File: src/shared/ripc_pkg.sv
/*
  Constants, states and pin codes for the reset / idle / power-down controller.
  Assumes a single 25 MHz system clock and a synchronous active-high reset.
*/
// Contract
// - oscillator input divided by two before any internal use
// - ram and register contents kept while clock slows or stops
// - idle halts execution, peripherals stay clocked, state preserved
// - requesting instruction completes, nothing further runs before idle
// - idle ends on enabled interrupt (to its handler) or on full reset
// - power-down stops oscillator after requesting instruction, nothing runs
// - reset exit reinitialises registers keeps ram; interrupt exit keeps both
// - wake enable bit: 0 blocks, 1 permits interrupt wakeup from power-down
// - level interrupt low restarts oscillator, return high completes exit
// - after interrupt return, execution resumes after power-down instruction
// - variant without program memory always allows interrupt wakeup
// - analog-off bit drives power-off control to program memory analog
// - reset in idle: up to two machine cycles run, ram writes blocked
// - test mode floats port 0, pulls others and strobes weakly high
// - idle: strobes 1, ports 1,3 data, external memory port0 float
// - power-down: strobes 0, ports 1-3 data, port0 float if external
// - some power-control reset values depend on the reset source
package ripc_pkg;

  // ==========================================================
  // register map
  localparam logic [7:0] PCON_ADDR     = 8'h87;
  localparam logic [7:0] AUX_ONE_ADDR  = 8'hA2;
  localparam logic [7:0] AUX_ADDR      = 8'h8E;

  // power control fields
  localparam int IDLE_BIT      = 0;
  localparam int PDOWN_BIT     = 1;
  localparam int GF0_BIT       = 2;
  localparam int GF1_BIT       = 3;
  localparam int POF_BIT       = 4;
  // aux one fields
  localparam int WAKE_EN_BIT   = 3;
  localparam int ANALOG_OFF_BIT = 4;

  localparam logic [7:0] PCON_RST_POR  = 8'h10;
  localparam logic [7:0] PCON_RST      = 8'h00;
  localparam logic [7:0] AUX_ONE_RST   = 8'h00;
  localparam logic [7:0] PCON_MASK     = 8'hDF;
  localparam logic [7:0] AUX_ONE_MASK  = 8'h19;

  // ==========================================================
  // timing
  localparam int OSC_PER_MC    = 12;
  localparam int RST_MIN_OSC   = 24;
  localparam int RST_MIN_CYC   = RST_MIN_OSC;
  localparam int IDLE_RST_MC   = 2;
  localparam int IDLE_RST_CYC  = IDLE_RST_MC * OSC_PER_MC / 2;
  localparam int CNT_W         = 5;

  // ==========================================================
  // modes
  typedef enum logic [4:0] {
    RIPC_RUN   = 5'b0_0001,
    RIPC_IDLE  = 5'b0_0010,
    RIPC_PDOWN = 5'b0_0100,
    RIPC_WAKE  = 5'b0_1000,
    RIPC_TEST  = 5'b1_0000
  } ripc_mode_e;

  // port drive codes
  localparam logic [1:0] PIN_DATA  = 2'h0;
  localparam logic [1:0] PIN_FLOAT = 2'h1;
  localparam logic [1:0] PIN_ADDR  = 2'h2;
  localparam logic [1:0] PIN_WEAK  = 2'h3;

endpackage : ripc_pkg

File: src/ripc_ctrl.sv
/*
  Reset, idle, power-down and test-mode sequencer for an 8-bit core.
  Assumes osc_input is the oscillator clock level sampled in clk, and that
  the core pulses instr_done at the end of each instruction.
*/
// The register offsets and the plain strobed port were chosen for this implementation.
`timescale 1ns/1ps
module ripc_ctrl (
  // clock and reset
  input  wire logic       clk,
  input  wire logic       sys_rst,
  input  wire logic       por,
  // pins
  input  wire logic       rst_pin,
  input  wire logic       osc_input,
  input  wire logic       latch_strobe_in,
  input  wire logic       program_fetch_strobe_in,
  input  wire logic       ext_interrupt_a,
  input  wire logic       ext_interrupt_b,
  // core side
  input  wire logic       instr_done,
  input  wire logic       irq_pending,
  input  wire logic       ext_a_en_level,
  input  wire logic       ext_b_en_level,
  input  wire logic       interrupt_return_instr,
  input  wire logic       ext_progmem,
  input  wire logic       no_progmem_variant,
  // register port
  input  wire logic [7:0] reg_addr,
  input  wire logic [7:0] reg_wdata,
  input  wire logic       reg_wr,
  input  wire logic       reg_rd,
  output logic [7:0]      reg_rdata_q,
  // controls
  output logic            clk_half_q,
  output logic            cpu_run_q,
  output logic            periph_run_q,
  output logic            osc_enable_q,
  output logic            sfr_reset_q,
  output logic            ram_wr_block_q,
  output logic            progmem_analog_off_q,
  output logic            wake_vector_q,
  output logic            test_mode_q,
  // pin states
  output logic            latch_strobe_q,
  output logic            program_fetch_strobe_q,
  output logic [1:0]      port0_mode_q,
  output logic [1:0]      port1_mode_q,
  output logic [1:0]      port2_mode_q,
  output logic [1:0]      port3_mode_q
);
  ripc_pkg::ripc_mode_e mode_q;
  logic [7:0] pcon_q;
  logic [7:0] aux_one_q;
  logic       rst_valid;
  logic       osc_prev_q;
  logic       test_arm_q;
  logic       rst_pin_prev_q;
  logic [ripc_pkg::CNT_W-1:0] idle_rst_cnt_q;
  logic       idle_rst_q;
  logic       wake_allowed;
  logic       wake_low;
  logic       wake_active_q;
  logic       ret_pending_q;
  logic       full_rst;

  ripc_reset_filter u_filter (
    .clk         (clk),
    .sys_rst     (sys_rst),
    .rst_pin     (rst_pin),
    .rst_valid_q (rst_valid)
  );

  assign full_rst = sys_rst || rst_valid;

  // ==========================================================
  // clock halving
  // divide oscillator by two
  always_ff @(posedge clk) begin
    if (sys_rst) begin
      osc_prev_q <= 1'b0;
      clk_half_q <= 1'b0;
    end else begin
      osc_prev_q <= osc_input;
      // no gating by osc_enable_q: a rise launched as the oscillator stops
      // must still count, or the half-rate phase slips at each power-down
      if (osc_input && !osc_prev_q) begin
        clk_half_q <= !clk_half_q;
      end
    end
  end

  // ==========================================================
  // wake qualification
  // wake enable gates interrupt wakeup
  assign wake_allowed = aux_one_q[ripc_pkg::WAKE_EN_BIT] || no_progmem_variant;
  assign wake_low = (ext_a_en_level && !ext_interrupt_a) ||
                    (ext_b_en_level && !ext_interrupt_b);

  // ==========================================================
  // mode machine
  always_ff @(posedge clk) begin
    if (sys_rst) begin
      mode_q <= ripc_pkg::RIPC_RUN;
    end else begin
      case (mode_q)
        ripc_pkg::RIPC_RUN: begin
          if (instr_done && pcon_q[ripc_pkg::PDOWN_BIT]) begin
            mode_q <= ripc_pkg::RIPC_PDOWN;
          end else if (instr_done && pcon_q[ripc_pkg::IDLE_BIT]) begin
            mode_q <= ripc_pkg::RIPC_IDLE;
          end
        end
        ripc_pkg::RIPC_IDLE: begin
          if (full_rst || irq_pending) begin
            mode_q <= ripc_pkg::RIPC_RUN;
          end
        end
        ripc_pkg::RIPC_PDOWN: begin
          // raw pin: qualification needs the oscillator, which is stopped
          if (rst_pin) begin
            mode_q <= ripc_pkg::RIPC_RUN;
          end else if (wake_allowed && wake_low) begin
            mode_q <= ripc_pkg::RIPC_WAKE;
          end
        end
        ripc_pkg::RIPC_WAKE: begin
          // oscillator already runs again; the pin's return ends the exit
          // exit completes on pin high
          if (!wake_low) begin
            mode_q <= ripc_pkg::RIPC_RUN;
          end
        end
        ripc_pkg::RIPC_TEST: begin
          if (rst_valid && latch_strobe_in) begin
            mode_q <= ripc_pkg::RIPC_RUN;
          end
        end
        default: mode_q <= ripc_pkg::RIPC_RUN;
      endcase
      // arm is taken while the pin is high, so a latch strobe that only
      // drops at release is not enough
      // test entry at reset release
      if (rst_pin_prev_q && !rst_pin && test_arm_q && !latch_strobe_in) begin
        mode_q <= ripc_pkg::RIPC_TEST;
      end
    end
  end

  // test entry arm and reset edge tracking
  always_ff @(posedge clk) begin
    if (sys_rst) begin
      test_arm_q     <= 1'b0;
      rst_pin_prev_q <= 1'b0;
    end else begin
      rst_pin_prev_q <= rst_pin;
      if (!rst_pin) begin
        test_arm_q <= 1'b0;
      end else if (!latch_strobe_in && program_fetch_strobe_in) begin
        test_arm_q <= 1'b1;
      end
    end
  end

  // ==========================================================
  // idle reset window: the core may still run briefly, ram writes blocked
  // opens on the pin's rising edge in idle and lasts two machine cycles;
  // a longer pin pulse must not stretch it into the normal run that
  // follows the internal reset
  // block ram writes during window
  always_ff @(posedge clk) begin
    if (sys_rst) begin
      idle_rst_cnt_q <= '0;
      idle_rst_q     <= 1'b0;
    end else if (mode_q == ripc_pkg::RIPC_IDLE && rst_pin && !rst_pin_prev_q) begin
      idle_rst_q     <= 1'b1;
      idle_rst_cnt_q <= ripc_pkg::CNT_W'(ripc_pkg::IDLE_RST_CYC - 1);
    end else if (idle_rst_cnt_q != '0) begin
      idle_rst_cnt_q <= idle_rst_cnt_q - 1'b1;
    end else begin
      idle_rst_q <= 1'b0;
    end
  end

  // ==========================================================
  // wake return tracking
  // resume after return instruction
  always_ff @(posedge clk) begin
    if (sys_rst || full_rst) begin
      ret_pending_q <= 1'b0;
      wake_vector_q <= 1'b0;
    end else begin
      wake_vector_q <= (mode_q == ripc_pkg::RIPC_WAKE) && !wake_low;
      if (mode_q == ripc_pkg::RIPC_WAKE && !wake_low) begin
        ret_pending_q <= 1'b1;
      end else if (interrupt_return_instr) begin
        ret_pending_q <= 1'b0;
      end
    end
  end

  // ==========================================================
  // power control register
  // power-on flag set by power-on or by a register write, kept over pin reset
  always_ff @(posedge clk) begin
    if (sys_rst) begin
      pcon_q <= por ? ripc_pkg::PCON_RST_POR : ripc_pkg::PCON_RST;
    end else if (rst_valid) begin
      pcon_q <= {3'b000, pcon_q[ripc_pkg::POF_BIT], 4'h0};
    end else begin
      if (reg_wr && reg_addr == ripc_pkg::PCON_ADDR) begin
        pcon_q <= reg_wdata & ripc_pkg::PCON_MASK;
      end
      if (mode_q == ripc_pkg::RIPC_IDLE && irq_pending) begin
        pcon_q[ripc_pkg::IDLE_BIT] <= 1'b0;
      end
      if (mode_q == ripc_pkg::RIPC_WAKE && !wake_low) begin
        pcon_q[ripc_pkg::PDOWN_BIT] <= 1'b0;
      end
    end
  end

  always_ff @(posedge clk) begin
    if (sys_rst || rst_valid) begin
      aux_one_q <= ripc_pkg::AUX_ONE_RST;
    end else if (reg_wr && reg_addr == ripc_pkg::AUX_ONE_ADDR) begin
      aux_one_q <= reg_wdata & ripc_pkg::AUX_ONE_MASK;
    end
  end

  // read port
  // unmapped and idle cycles return zero so no stale value stands
  always_ff @(posedge clk) begin
    if (sys_rst) begin
      reg_rdata_q <= 8'h00;
    end else if (reg_rd && reg_addr == ripc_pkg::PCON_ADDR) begin
      reg_rdata_q <= pcon_q;
    end else if (reg_rd && reg_addr == ripc_pkg::AUX_ONE_ADDR) begin
      reg_rdata_q <= aux_one_q;
    end else begin
      reg_rdata_q <= 8'h00;
    end
  end

  // ==========================================================
  // core and clock controls
  // registers hold while clock gated
  always_ff @(posedge clk) begin
    if (sys_rst) begin
      cpu_run_q            <= 1'b1;
      periph_run_q         <= 1'b1;
      osc_enable_q         <= 1'b1;
      sfr_reset_q          <= 1'b1;
      ram_wr_block_q       <= 1'b0;
      progmem_analog_off_q <= 1'b0;
      test_mode_q          <= 1'b0;
      wake_active_q        <= 1'b0;
    end else begin
      cpu_run_q    <= (mode_q == ripc_pkg::RIPC_RUN) ||
                      (mode_q == ripc_pkg::RIPC_TEST);
      periph_run_q <= (mode_q != ripc_pkg::RIPC_PDOWN);
      osc_enable_q <= (mode_q != ripc_pkg::RIPC_PDOWN);
      // one pulse per qualified reset; the registers reload from it
      sfr_reset_q  <= rst_valid;
      ram_wr_block_q <= idle_rst_q;
      progmem_analog_off_q <= aux_one_q[ripc_pkg::ANALOG_OFF_BIT];
      test_mode_q   <= (mode_q == ripc_pkg::RIPC_TEST);
      wake_active_q <= ret_pending_q;
    end
  end

  // ==========================================================
  // pin states
  always_ff @(posedge clk) begin
    if (sys_rst) begin
      latch_strobe_q         <= 1'b1;
      program_fetch_strobe_q <= 1'b1;
      port0_mode_q           <= ripc_pkg::PIN_DATA;
      port1_mode_q           <= ripc_pkg::PIN_DATA;
      port2_mode_q           <= ripc_pkg::PIN_DATA;
      port3_mode_q           <= ripc_pkg::PIN_DATA;
    end else begin
      case (mode_q)
        ripc_pkg::RIPC_IDLE: begin
          latch_strobe_q         <= 1'b1;
          program_fetch_strobe_q <= 1'b1;
          port0_mode_q <= ext_progmem ? ripc_pkg::PIN_FLOAT : ripc_pkg::PIN_DATA;
          port1_mode_q <= ripc_pkg::PIN_DATA;
          port2_mode_q <= ext_progmem ? ripc_pkg::PIN_ADDR : ripc_pkg::PIN_DATA;
          port3_mode_q <= ripc_pkg::PIN_DATA;
        end
        ripc_pkg::RIPC_PDOWN, ripc_pkg::RIPC_WAKE: begin
          latch_strobe_q         <= 1'b0;
          program_fetch_strobe_q <= 1'b0;
          port0_mode_q <= ext_progmem ? ripc_pkg::PIN_FLOAT : ripc_pkg::PIN_DATA;
          port1_mode_q <= ripc_pkg::PIN_DATA;
          port2_mode_q <= ripc_pkg::PIN_DATA;
          port3_mode_q <= ripc_pkg::PIN_DATA;
        end
        ripc_pkg::RIPC_TEST: begin
          latch_strobe_q         <= 1'b1;
          program_fetch_strobe_q <= 1'b1;
          port0_mode_q <= ripc_pkg::PIN_FLOAT;
          port1_mode_q <= ripc_pkg::PIN_WEAK;
          port2_mode_q <= ripc_pkg::PIN_WEAK;
          port3_mode_q <= ripc_pkg::PIN_WEAK;
        end
        // normal run: strobes idle high, every port holds data
        ripc_pkg::RIPC_RUN: begin
          latch_strobe_q         <= 1'b1;
          program_fetch_strobe_q <= 1'b1;
          port0_mode_q <= ripc_pkg::PIN_DATA;
          port1_mode_q <= ripc_pkg::PIN_DATA;
          port2_mode_q <= ripc_pkg::PIN_DATA;
          port3_mode_q <= ripc_pkg::PIN_DATA;
        end
        default: begin
          latch_strobe_q         <= 1'b1;
          program_fetch_strobe_q <= 1'b1;
          port0_mode_q <= ripc_pkg::PIN_DATA;
          port1_mode_q <= ripc_pkg::PIN_DATA;
          port2_mode_q <= ripc_pkg::PIN_DATA;
          port3_mode_q <= ripc_pkg::PIN_DATA;
        end
      endcase
    end
  end

endmodule : ripc_ctrl

File: src/ripc_reset_filter.sv
/*
  Reset pin qualifier: counts consecutive high samples of the reset pin.
  Assumes the pin is already synchronous to clk.
*/
`timescale 1ns/1ps
module ripc_reset_filter (
  // clock and reset
  input  wire logic clk,
  input  wire logic sys_rst,
  // pin
  input  wire logic rst_pin,
  // qualified reset
  output logic      rst_valid_q
);
  logic [ripc_pkg::CNT_W-1:0] cnt_q;

  // ==========================================================
  // counter
  // qualify minimum width
  always_ff @(posedge clk) begin
    if (sys_rst || !rst_pin) begin
      cnt_q <= '0;
    end else if (cnt_q != ripc_pkg::CNT_W'(ripc_pkg::RST_MIN_CYC)) begin
      cnt_q <= cnt_q + 1'b1;
    end
  end

  always_ff @(posedge clk) begin
    if (sys_rst) begin
      rst_valid_q <= 1'b0;
    end else begin
      rst_valid_q <= rst_pin && (cnt_q == ripc_pkg::CNT_W'(ripc_pkg::RST_MIN_CYC - 1));
    end
  end
endmodule : ripc_reset_filter

File: config.mk
export PLATFORM = sky130hd
export DESIGN_NAME = ripc_ctrl
export DESIGN_NICKNAME = d
export VERILOG_FILES = /design/src/shared/ripc_pkg.sv /design/src/ripc_ctrl.sv /design/src/ripc_reset_filter.sv
export SDC_FILE = /design/constraint.sdc
export NUM_CORES = 1
export LEC_CHECK = 0
export BUFFER_PORTS_ARGS = -buffer_cell sky130_fd_sc_hd__buf_2
export CAP_MARGIN = 20
export CORE_MARGIN = 5
export CORE_UTILIZATION = 45
export DETAILED_ROUTE_END_ITERATION = 8
export GPL_TIMING_DRIVEN = 0
export PLACE_DENSITY = 0.75
export SLEW_MARGIN = 20
export SYNTH_ARGS = -nofsm -noshare
export SYNTH_HDL_FRONTEND = slang
export SYNTH_SLANG_ARGS = --single-unit
File: constraint.sdc
create_clock -name clk -period 1.4 [get_ports clk]
set_input_delay 0.07 -clock clk [delete_from_list [all_inputs] [get_ports clk]]
set_output_delay 0.07 -clock clk [all_outputs]
set_load 0.01 [all_outputs]
==> impl_metrics.py, run 1 <==
metrics = {
    "synth": {
        "synth.top_cell.area_share": 0.416,
        "asyncSetResetFlopFracSynth": 0,
        "netlist.top_cell.by_area": "dfxtp_1",
        "synthCells": 198,
        "synthMuxAreaShare": 0.0149,
        "syn_area_um2": 2020,
        "synth_compound_area_frac": 0.0898,
        "synth_warnings": 0,
        "synth_ff_type": "dfxtp_1",
        "synth_edf_count": 7,
        "area_share_of_and_or_nand_nor_cells_after_synthesis": 0.270,
        "post_synth_main_area_contributors": "dfxtp_1 42%, edfxtp_1 10%, nor2_1 4.3%",
        "yosysSeqAreaShare": 0.520,
        "post_synth_fa_ha_maj_area_fraction": 0.0186,
        "synth.distinct_cells": 51,
        "synth_seq_cells": 49,
        "syn_avg_cell_area_um2": 10.2,
        "main_combinational_cell_family_by_area_after_synthesis": "simple AND/OR/NAND/NOR gates",
        "synth_xor_area_frac": 0.0347,
    },
    "global_routing": {
        "pin_count_of_the_biggest_net_entering_global_routing": 15,
        "antenna_found_initial": 0,
        "vias_in_the_first_global_route": 1563,
        "gr-total-overflow": 0,
        "gr-usage-met1": 0.175,
        "grt_first_pass_wirelength_um": 6930,
        "grt_util_met2": 0.235,
        "grt_util_all_layers": 0.139,
        "globalRouteMet3Util": 0.0328,
        "top_usage_layer": "met2",
    },
    "clocking": {
        "cts_htree_levels": 2,
        "tritoncts_num_sinks": 49,
        "clock_insertion_delay_worst_skew_ns": 0.29,
        "clockBufferDepth": 2,
        "cts_buffers": 5,
        "tritoncts_clock_tree": "built",
        "clkTransAtPathRegs_ns": 0.09,
        "cts.root.buffer_cell": "clkbuf_8",
    },
    "route": {
        "routed_length_per_instance_um": 12.9,
        "detail_route.first_pass.iterations": 4,
        "total_number_of_vias": 1611,
        "final_antenna_net_count": 0,
        "drt_wl_total_um": 4160,
        "vias_per_cell": 4.99,
        "detail_route.iter0.violations": 67,
        "drc_violation_count_after_routing": 0,
    },
    "sta": {
        "final_hold_viol_count": 0,
        "final-setup-viol-count": 8,
        "finalWorstPathRequiredPeriod_ns": 1.50,
        "timing.setup.tns_ns": -0.529,
        "crit_share_post_route": 1.07,
        "max_freq_mhz": 666,
        "clock_skew_ns": 0.00607,
        "rsz0062_at_grt": "yes",
        "worst_slack_ns": -0.102,
        "fin_worst_hold_slack_ns": 0.0219,
        "report.final.slew_viol_count": 0,
    },
    "hold_path": {
        "hold_path_depth": 3,
        "hp-class": "in -> reg",
    },
    "floorplan": {
        "die_height_um": 77.0,
        "initial_core_util": 0.464,
        "placement_rows": 24,
        "fp.dieArea_um2": 5930,
        "design.core.area_um2": 4350,
        "die_w_um": 77.0,
        "num_io_pins": 61,
    },
    "cells_and_area": {
        "antennaDiodeCount": 0,
        "layout.nets": 307,
        "final_common_cell": "buf_2",
        "layout_fillers": 368,
        "fraction_of_layout_cells_with_a_size_suffix_above_1": 0.395,
        "final_util": 0.601,
        "most_used_cells_in_the_layout_excluding_fill_and_tap_cells": "56 x buf_2, 37 x dfxtp_1, 23 x nor2_1",
        "layout-area-overhead-vs-synth_pct": 29.5,
    },
    "critical_path": {
        "slowest_delay_ns": 0.42,
        "criticalPathCategory": "reg -> reg",
        "worst-endpoint-arrival_ns": 1.68,
        "worst-endpoint-required_ns": 1.58,
        "critical_path.slowest_cell": "or3b_4",
        "reg2reg_setup_slack_ns": -0.10,
        "r2r.worst_path.cells": 4,
        "setup.worst_path.start_class": "flip-flop",
        "endpoint_kind": "flip-flop",
        "critical_path.cell_chain": "or3_4 > or3b_4 > o21ai_4 > o41ai_2",
        "worst-path-max-fanout": 5,
    },
    "place": {
        "place.port_buffers": 56,
        "gp_congestion": 0.749,
        "place.detailed.hpwl_um": 3100,
        "pre_cts_slack_ns": -0.245,
    },
    "pwr": {
        "ir_drop_mv": 0.789,
        "post-layout-total-power_mw": 3.09,
        "intPower_mw": 2.25,
        "power.sequential.fraction": 0.521,
        "switchingPower_mw": 0.837,
        "comb_power_share": 0.224,
        "sw_frac_of_total": 0.271,
        "p_leak_nw": 1.16,
        "p_clk_frac": 0.256,
        "power_density_over_cell_area_nw_per_um2": 1180,
    },
    "outcome": {
        "violations": "negative setup slack",
        "result_of_the_run": "finished, violations left",
    },
    "run": {
        "max_cap_viol_count": 0,
    },
}
## per-layer routing
layer / share of wire / vias up / routed length [um]
met4: 0.0031 / 0 / 13
met1: 0.44 / 739 / 1810
met5: 0 / - / 0
met3: 0.064 / 2 / 267
met2: 0.50 / 42 / 2070
li1: - / 828 / -
## cell type report
cell class / instances / area, um^2 / area share
Clock buffer: 6 / 72.6 / 0.0277
Tap cell: 52 / 65.1 / 0.0249
Multi-Input combinational cell: 131 / 961 / 0.367
Clock inverter: 2 / 10.0 / 0.00383
Buffer: 10 / 67.6 / 0.0258
Sequential cell: 49 / 1060 / 0.406
Timing Repair Buffer: 64 / 343 / 0.131
Inverter: 9 / 35.0 / 0.0134
## cells by family (layout without fill, tap and decap cells)
| family | Yosys count | after routing |
|---|---|---|
| AND/OR/NAND/NOR | 88 | 88 |
| flip-flops | 49 | 49 |
| AO/OA/AOI/OAI | 27 | 27 |
| buffers and inverters | 19 | 91 |
| XOR/XNOR | 8 | 8 |
| adder cells (fa/ha/maj) | 3 | 3 |
| multiplexers | 3 | 3 |
| other | 1 | 2 |
## synth_stat cells, drive strengths merged, types with 2 or more instances
library cell and count:
nand4b 5, dfxtp 42, ha 3, nand2 8, a21oi 11, nand2b 3, a22o 4, nor3b 2
nor2 24, inv 8, buf 8, xnor2 4, xor2 4, and2 9, nand3 7, nor3 5
nor2b 6, o21ai 4, nor4b 3, clkbuf 2, or3 3, and2b 2, or4b 2, and3 4
mux2i 3, edfxtp 7
## registers in the layout, summed over array words and instances (netlist names)
register and cells:
idle_rst_q 1, aux_one_q 3, port3_mode_q 1, reg_rdata_q 7, port0_mode_q 1, ram_wr_block_q 1
idle_rst_cnt_q 5, port2_mode_q 2, u_filter.cnt_q 5, osc_prev_q 1, mode_q 5, wake_vector_q 1
osc_enable_q 1, u_filter.rst_valid_q 1, sfr_reset_q 1, test_arm_q 1, clk_half_q 1, cpu_run_q 1
rst_pin_prev_q 1, pcon_q 7, program_fetch_strobe_q 1, progmem_analog_off_q 1
## final timing paths
check / from / end
worst min register to register: pcon_q[6] / reg_rdata_q[6]
worst max register to register: mode_q[1] / mode_q[0]
worst min-delay path: program_fetch_strobe_in / test_arm_q
worst max-delay path: mode_q[1] / mode_q[0]
## power by group through the flow
stage	clock network (mW)	logic [mW]	registers, mW
final	0.789	0.690	1.61
after global routing	0.871	0.770	1.62
after CTS	0.809	0.584	1.59
after detailed placement	0	0.540	1.62
after global placement	0	0.528	1.62
after floorplan	0	0.410	1.61
## worst max-delay path: cells and delay by family (launching register included)
family / cells / cell delay [ns]
AOI/OAI and AO/OA: 2 / 0.22
DFF: 1 / 0.37
and+or+nand+nor: 2 / 0.81
## stage by stage
| step | cells | instance area [um^2] |
|---|---|---|
| floorplan | 199 | 2040 |
| global placement | 307 | 2380 |
| detailed placement | 307 | 2380 |
| CTS | 319 | 2530 |
| global route | 323 | 2620 |
| finish | 323 | 2620 |
## timing repair
item	CTS	global route
hold buffers	1	0
resized for setup	10	13
setup endpoints to repair	16	20
pin swaps	3	8
buffers inserted	3	4
hold endpoints to repair	1	0
No activity file was read; power rests on OpenSTA's default activity.
==> run 2: changes to the inputs <==
Settings changed: ABC_CLOCK_PERIOD_IN_PS set to 1400, SYNTH_HIERARCHICAL set to 1.
==> run 2 against run 1 <==
Compared with the run above: count of clock-buffer cells in the layout decreased by 1; critical endpoint is now idle_rst_cnt_q[3]; the flow now finishes without violations; cell area increased by 0.91%; largest power group unchanged; clock power grew 27%; die area rose by 3.4%; sequential cell count unchanged; critical path depth stayed put.
==> impl_metrics.py, run 2 <==
metrics = {
    "synth": {
        "synthCells": 202,
        "top_count_cell_post_synth": "dfxtp_1",
        "synthTopCellsByCount": "42 x dfxtp_1, 18 x nor2_1, 9 x and2_1",
        "synth.top_cell.area_share": 0.400,
        "synth_seq_cells": 49,
        "synth_ff_type": "dfxtp_1",
        "synth_warnings": 6,
        "synth_edf_count": 7,
        "syn_avg_cell_area_um2": 10.4,
        "post_synth_main_area_contributors": "dfxtp_1 40%, edfxtp_1 10%, mux2i_1 3.3%",
        "netlist.top_cell.by_area": "dfxtp_1",
        "asyncSetResetFlopFracSynth": 0,
        "yosysSeqAreaShare": 0.501,
        "syn_area_um2": 2100,
        "synth.distinct_cells": 50,
    },
    "pwr": {
        "p_leak_nw": 1.20,
        "p_clk_frac": 0.291,
        "switchingPower_mw": 0.930,
        "power_density_over_cell_area_nw_per_um2": 1300,
        "power.sequential.fraction": 0.469,
        "intPower_mw": 2.50,
        "comb_power_share": 0.239,
        "ir_drop_mv": 0.729,
        "post-layout-total-power_mw": 3.43,
        "sw_frac_of_total": 0.271,
    },
    "sta": {
        "report.final.slew_viol_count": 0,
        "rsz0062_at_grt": "no",
        "worst_slack_ns": 0.0664,
        "final_hold_viol_count": 0,
        "clock_skew_ns": 0.00712,
        "finalWorstPathRequiredPeriod_ns": 1.33,
        "crit_share_post_route": 0.953,
        "final-setup-viol-count": 0,
        "timing.setup.tns_ns": 0,
        "max_freq_mhz": 750,
    },
    "floorplan": {
        "die_w_um": 78.3,
        "placement_rows": 24,
        "design.core.area_um2": 4440,
        "initial_core_util": 0.472,
        "fp.dieArea_um2": 6130,
        "die_height_um": 78.3,
        "num_io_pins": 61,
    },
    "cells_and_area": {
        "layout-area-overhead-vs-synth_pct": 25.7,
        "layout_fillers": 394,
        "reg.largest.list": "pcon_q: 7 flops, reg_rdata_q: 7 flops",
        "most_used_cells_in_the_layout_excluding_fill_and_tap_cells": "59 x buf_2, 39 x dfxtp_1, 18 x nor2_1",
        "layout.nets": 307,
        "fraction_of_layout_cells_with_a_size_suffix_above_1": 0.362,
        "final_util": 0.594,
        "antennaDiodeCount": 0,
        "final_common_cell": "buf_2",
    },
    "clocking": {
        "cts_buffers": 5,
        "tritoncts_clock_tree": "built",
        "clockBufferDepth": 2,
        "clock_insertion_delay_worst_skew_ns": 0.29,
        "cts_htree_levels": 2,
        "cts.root.buffer_cell": "clkbuf_8",
        "tritoncts_num_sinks": 49,
        "clkTransAtPathRegs_ns": 0.09,
    },
    "critical_path": {
        "timing.rr.end": "idle_rst_cnt_q[3]",
        "worst_r2r_startpoint": "mode_q[0]",
        "worst-path-max-fanout": 5,
        "reg2reg_setup_slack_ns": 0.07,
        "worst-endpoint-arrival_ns": 1.55,
        "r2r.worst_path.cells": 4,
        "endpoint_kind": "flip-flop",
        "criticalPathCategory": "reg -> reg",
        "setup.worst_path.start_class": "flip-flop",
        "worst-endpoint-required_ns": 1.61,
    },
    "place": {
        "place.detailed.hpwl_um": 3110,
        "pre_cts_slack_ns": -0.0495,
        "gp_congestion": 0.742,
        "place.port_buffers": 56,
    },
    "global_routing": {
        "grt_util_all_layers": 0.141,
        "grt_util_met2": 0.249,
        "pin_count_of_the_biggest_net_entering_global_routing": 17,
        "globalRouteMet3Util": 0.0423,
        "grt_first_pass_wirelength_um": 6960,
        "gr-usage-met1": 0.167,
        "vias_in_the_first_global_route": 1606,
        "antenna_found_initial": 0,
        "top_usage_layer": "met2",
        "gr-total-overflow": 0,
    },
    "hold_path": {
        "hold_start": "reg_wdata[4]",
        "hold-path-endpoint": "aux_one_q[4]",
        "hold_path_depth": 3,
        "hp-class": "in -> reg",
    },
    "route": {
        "vias_per_cell": 5.02,
        "detail_route.first_pass.iterations": 5,
        "final_antenna_net_count": 0,
        "total_number_of_vias": 1621,
        "drt_wl_total_um": 4050,
        "drc_violation_count_after_routing": 0,
        "detail_route.iter0.violations": 99,
        "routed_length_per_instance_um": 12.5,
    },
    "run": {
        "max_cap_viol_count": 0,
    },
    "outcome": {
        "result_of_the_run": "complete, no violations",
    },
}
[run 2: timing repair]
action | in CTS | in global routing
buffers inserted | 2 | 0
gates resized for setup | 2 | 9
pin swaps | 0 | 2
endpoints found under the hold margin | 2 | 0
hold buffers | 2 | 0
endpoints found under the setup margin | 6 | 13
[run 2: power by group through the flow]
stage                     logic (mW)  registers (mW)  clock network [mW]
after global routing           0.914            1.62                1.11
after floorplan                0.502            1.62                   0
after CTS                      0.745            1.60                1.02
after global placement         0.623            1.63                   0
final                          0.821            1.61               0.999
after detailed placement       0.640            1.64                   0
[run 2: cells by family (layout without fill, tap and decap cells)]
logic type / count (synthesis) / count (layout) / share of synthesized area
compound gates: 26 / 26 / 0.0942
xor+xnor: 6 / 6 / 0.0250
fa+ha+maj: 3 / 3 / 0.0179
buf+inv: 20 / 88 / 0.0518
flops: 49 / 49 / 0.501
mux: 7 / 7 / 0.0334
other cells: 1 / 2 / 0.00179
simple gates: 90 / 90 / 0.275
[run 2: area by class of cell]
cell class              count  area, um^2  area share
plain buffers              11        75.1      0.0284
clock buffers               5        68.8      0.0261
clock inverters             3        46.3      0.0175
inverters                   9        33.8      0.0128
multi-input cells         134         981       0.372
flip-flops and latches     49        1050       0.400
well taps                  52        65.1      0.0246
repair buffers             60         315       0.119
[run 2: per-layer routing]
metal / vias up / part of all wire / wire length, um
li1: 835 / - / -
met1: 742 / 0.43 / 1740
met2: 40 / 0.51 / 2070
met3: 4 / 0.053 / 213
met4: 0 / 0.0054 / 22
met5: - / 0 / 0
[run 2: how the worst max path moves through the flow]
stage,from,end,slack [ns],cells past startpoint
detailed placement,idle_rst_cnt_q[0],idle_rst_cnt_q[1],-0.05,6
CTS,mode_q[2],idle_rst_cnt_q[3],0.02,4
finish,mode_q[0],idle_rst_cnt_q[3],0.07,4
global placement,idle_rst_cnt_q[0],idle_rst_cnt_q[1],-0.03,6
floorplan,idle_rst_cnt_q[0],idle_rst_cnt_q[1],0.08,6
global route,idle_rst_cnt_q[0],idle_rst_cnt_q[1],0.004,6
[run 2: metrics by stage]
| stage | instances | hold slack (ns) | area (um^2) |
|---|---|---|---|
| after detailed placement | 311 | 0.303 | 2450 |
| after global placement | 311 | 0.295 | 2450 |
| after floorplan | 203 | 0.161 | 2100 |
| final | 323 | 0.0150 | 2640 |
| after CTS | 323 | 0.00620 | 2610 |
| after global routing | 323 | 0.00900 | 2640 |
[run 2: critical path: stages, from the launching register on]
cell	delay, ns
dfxtp_2	0.36
nor3_4	0.28
nand2_2	0.12
or3_4	0.42
o31ai_2	0.07
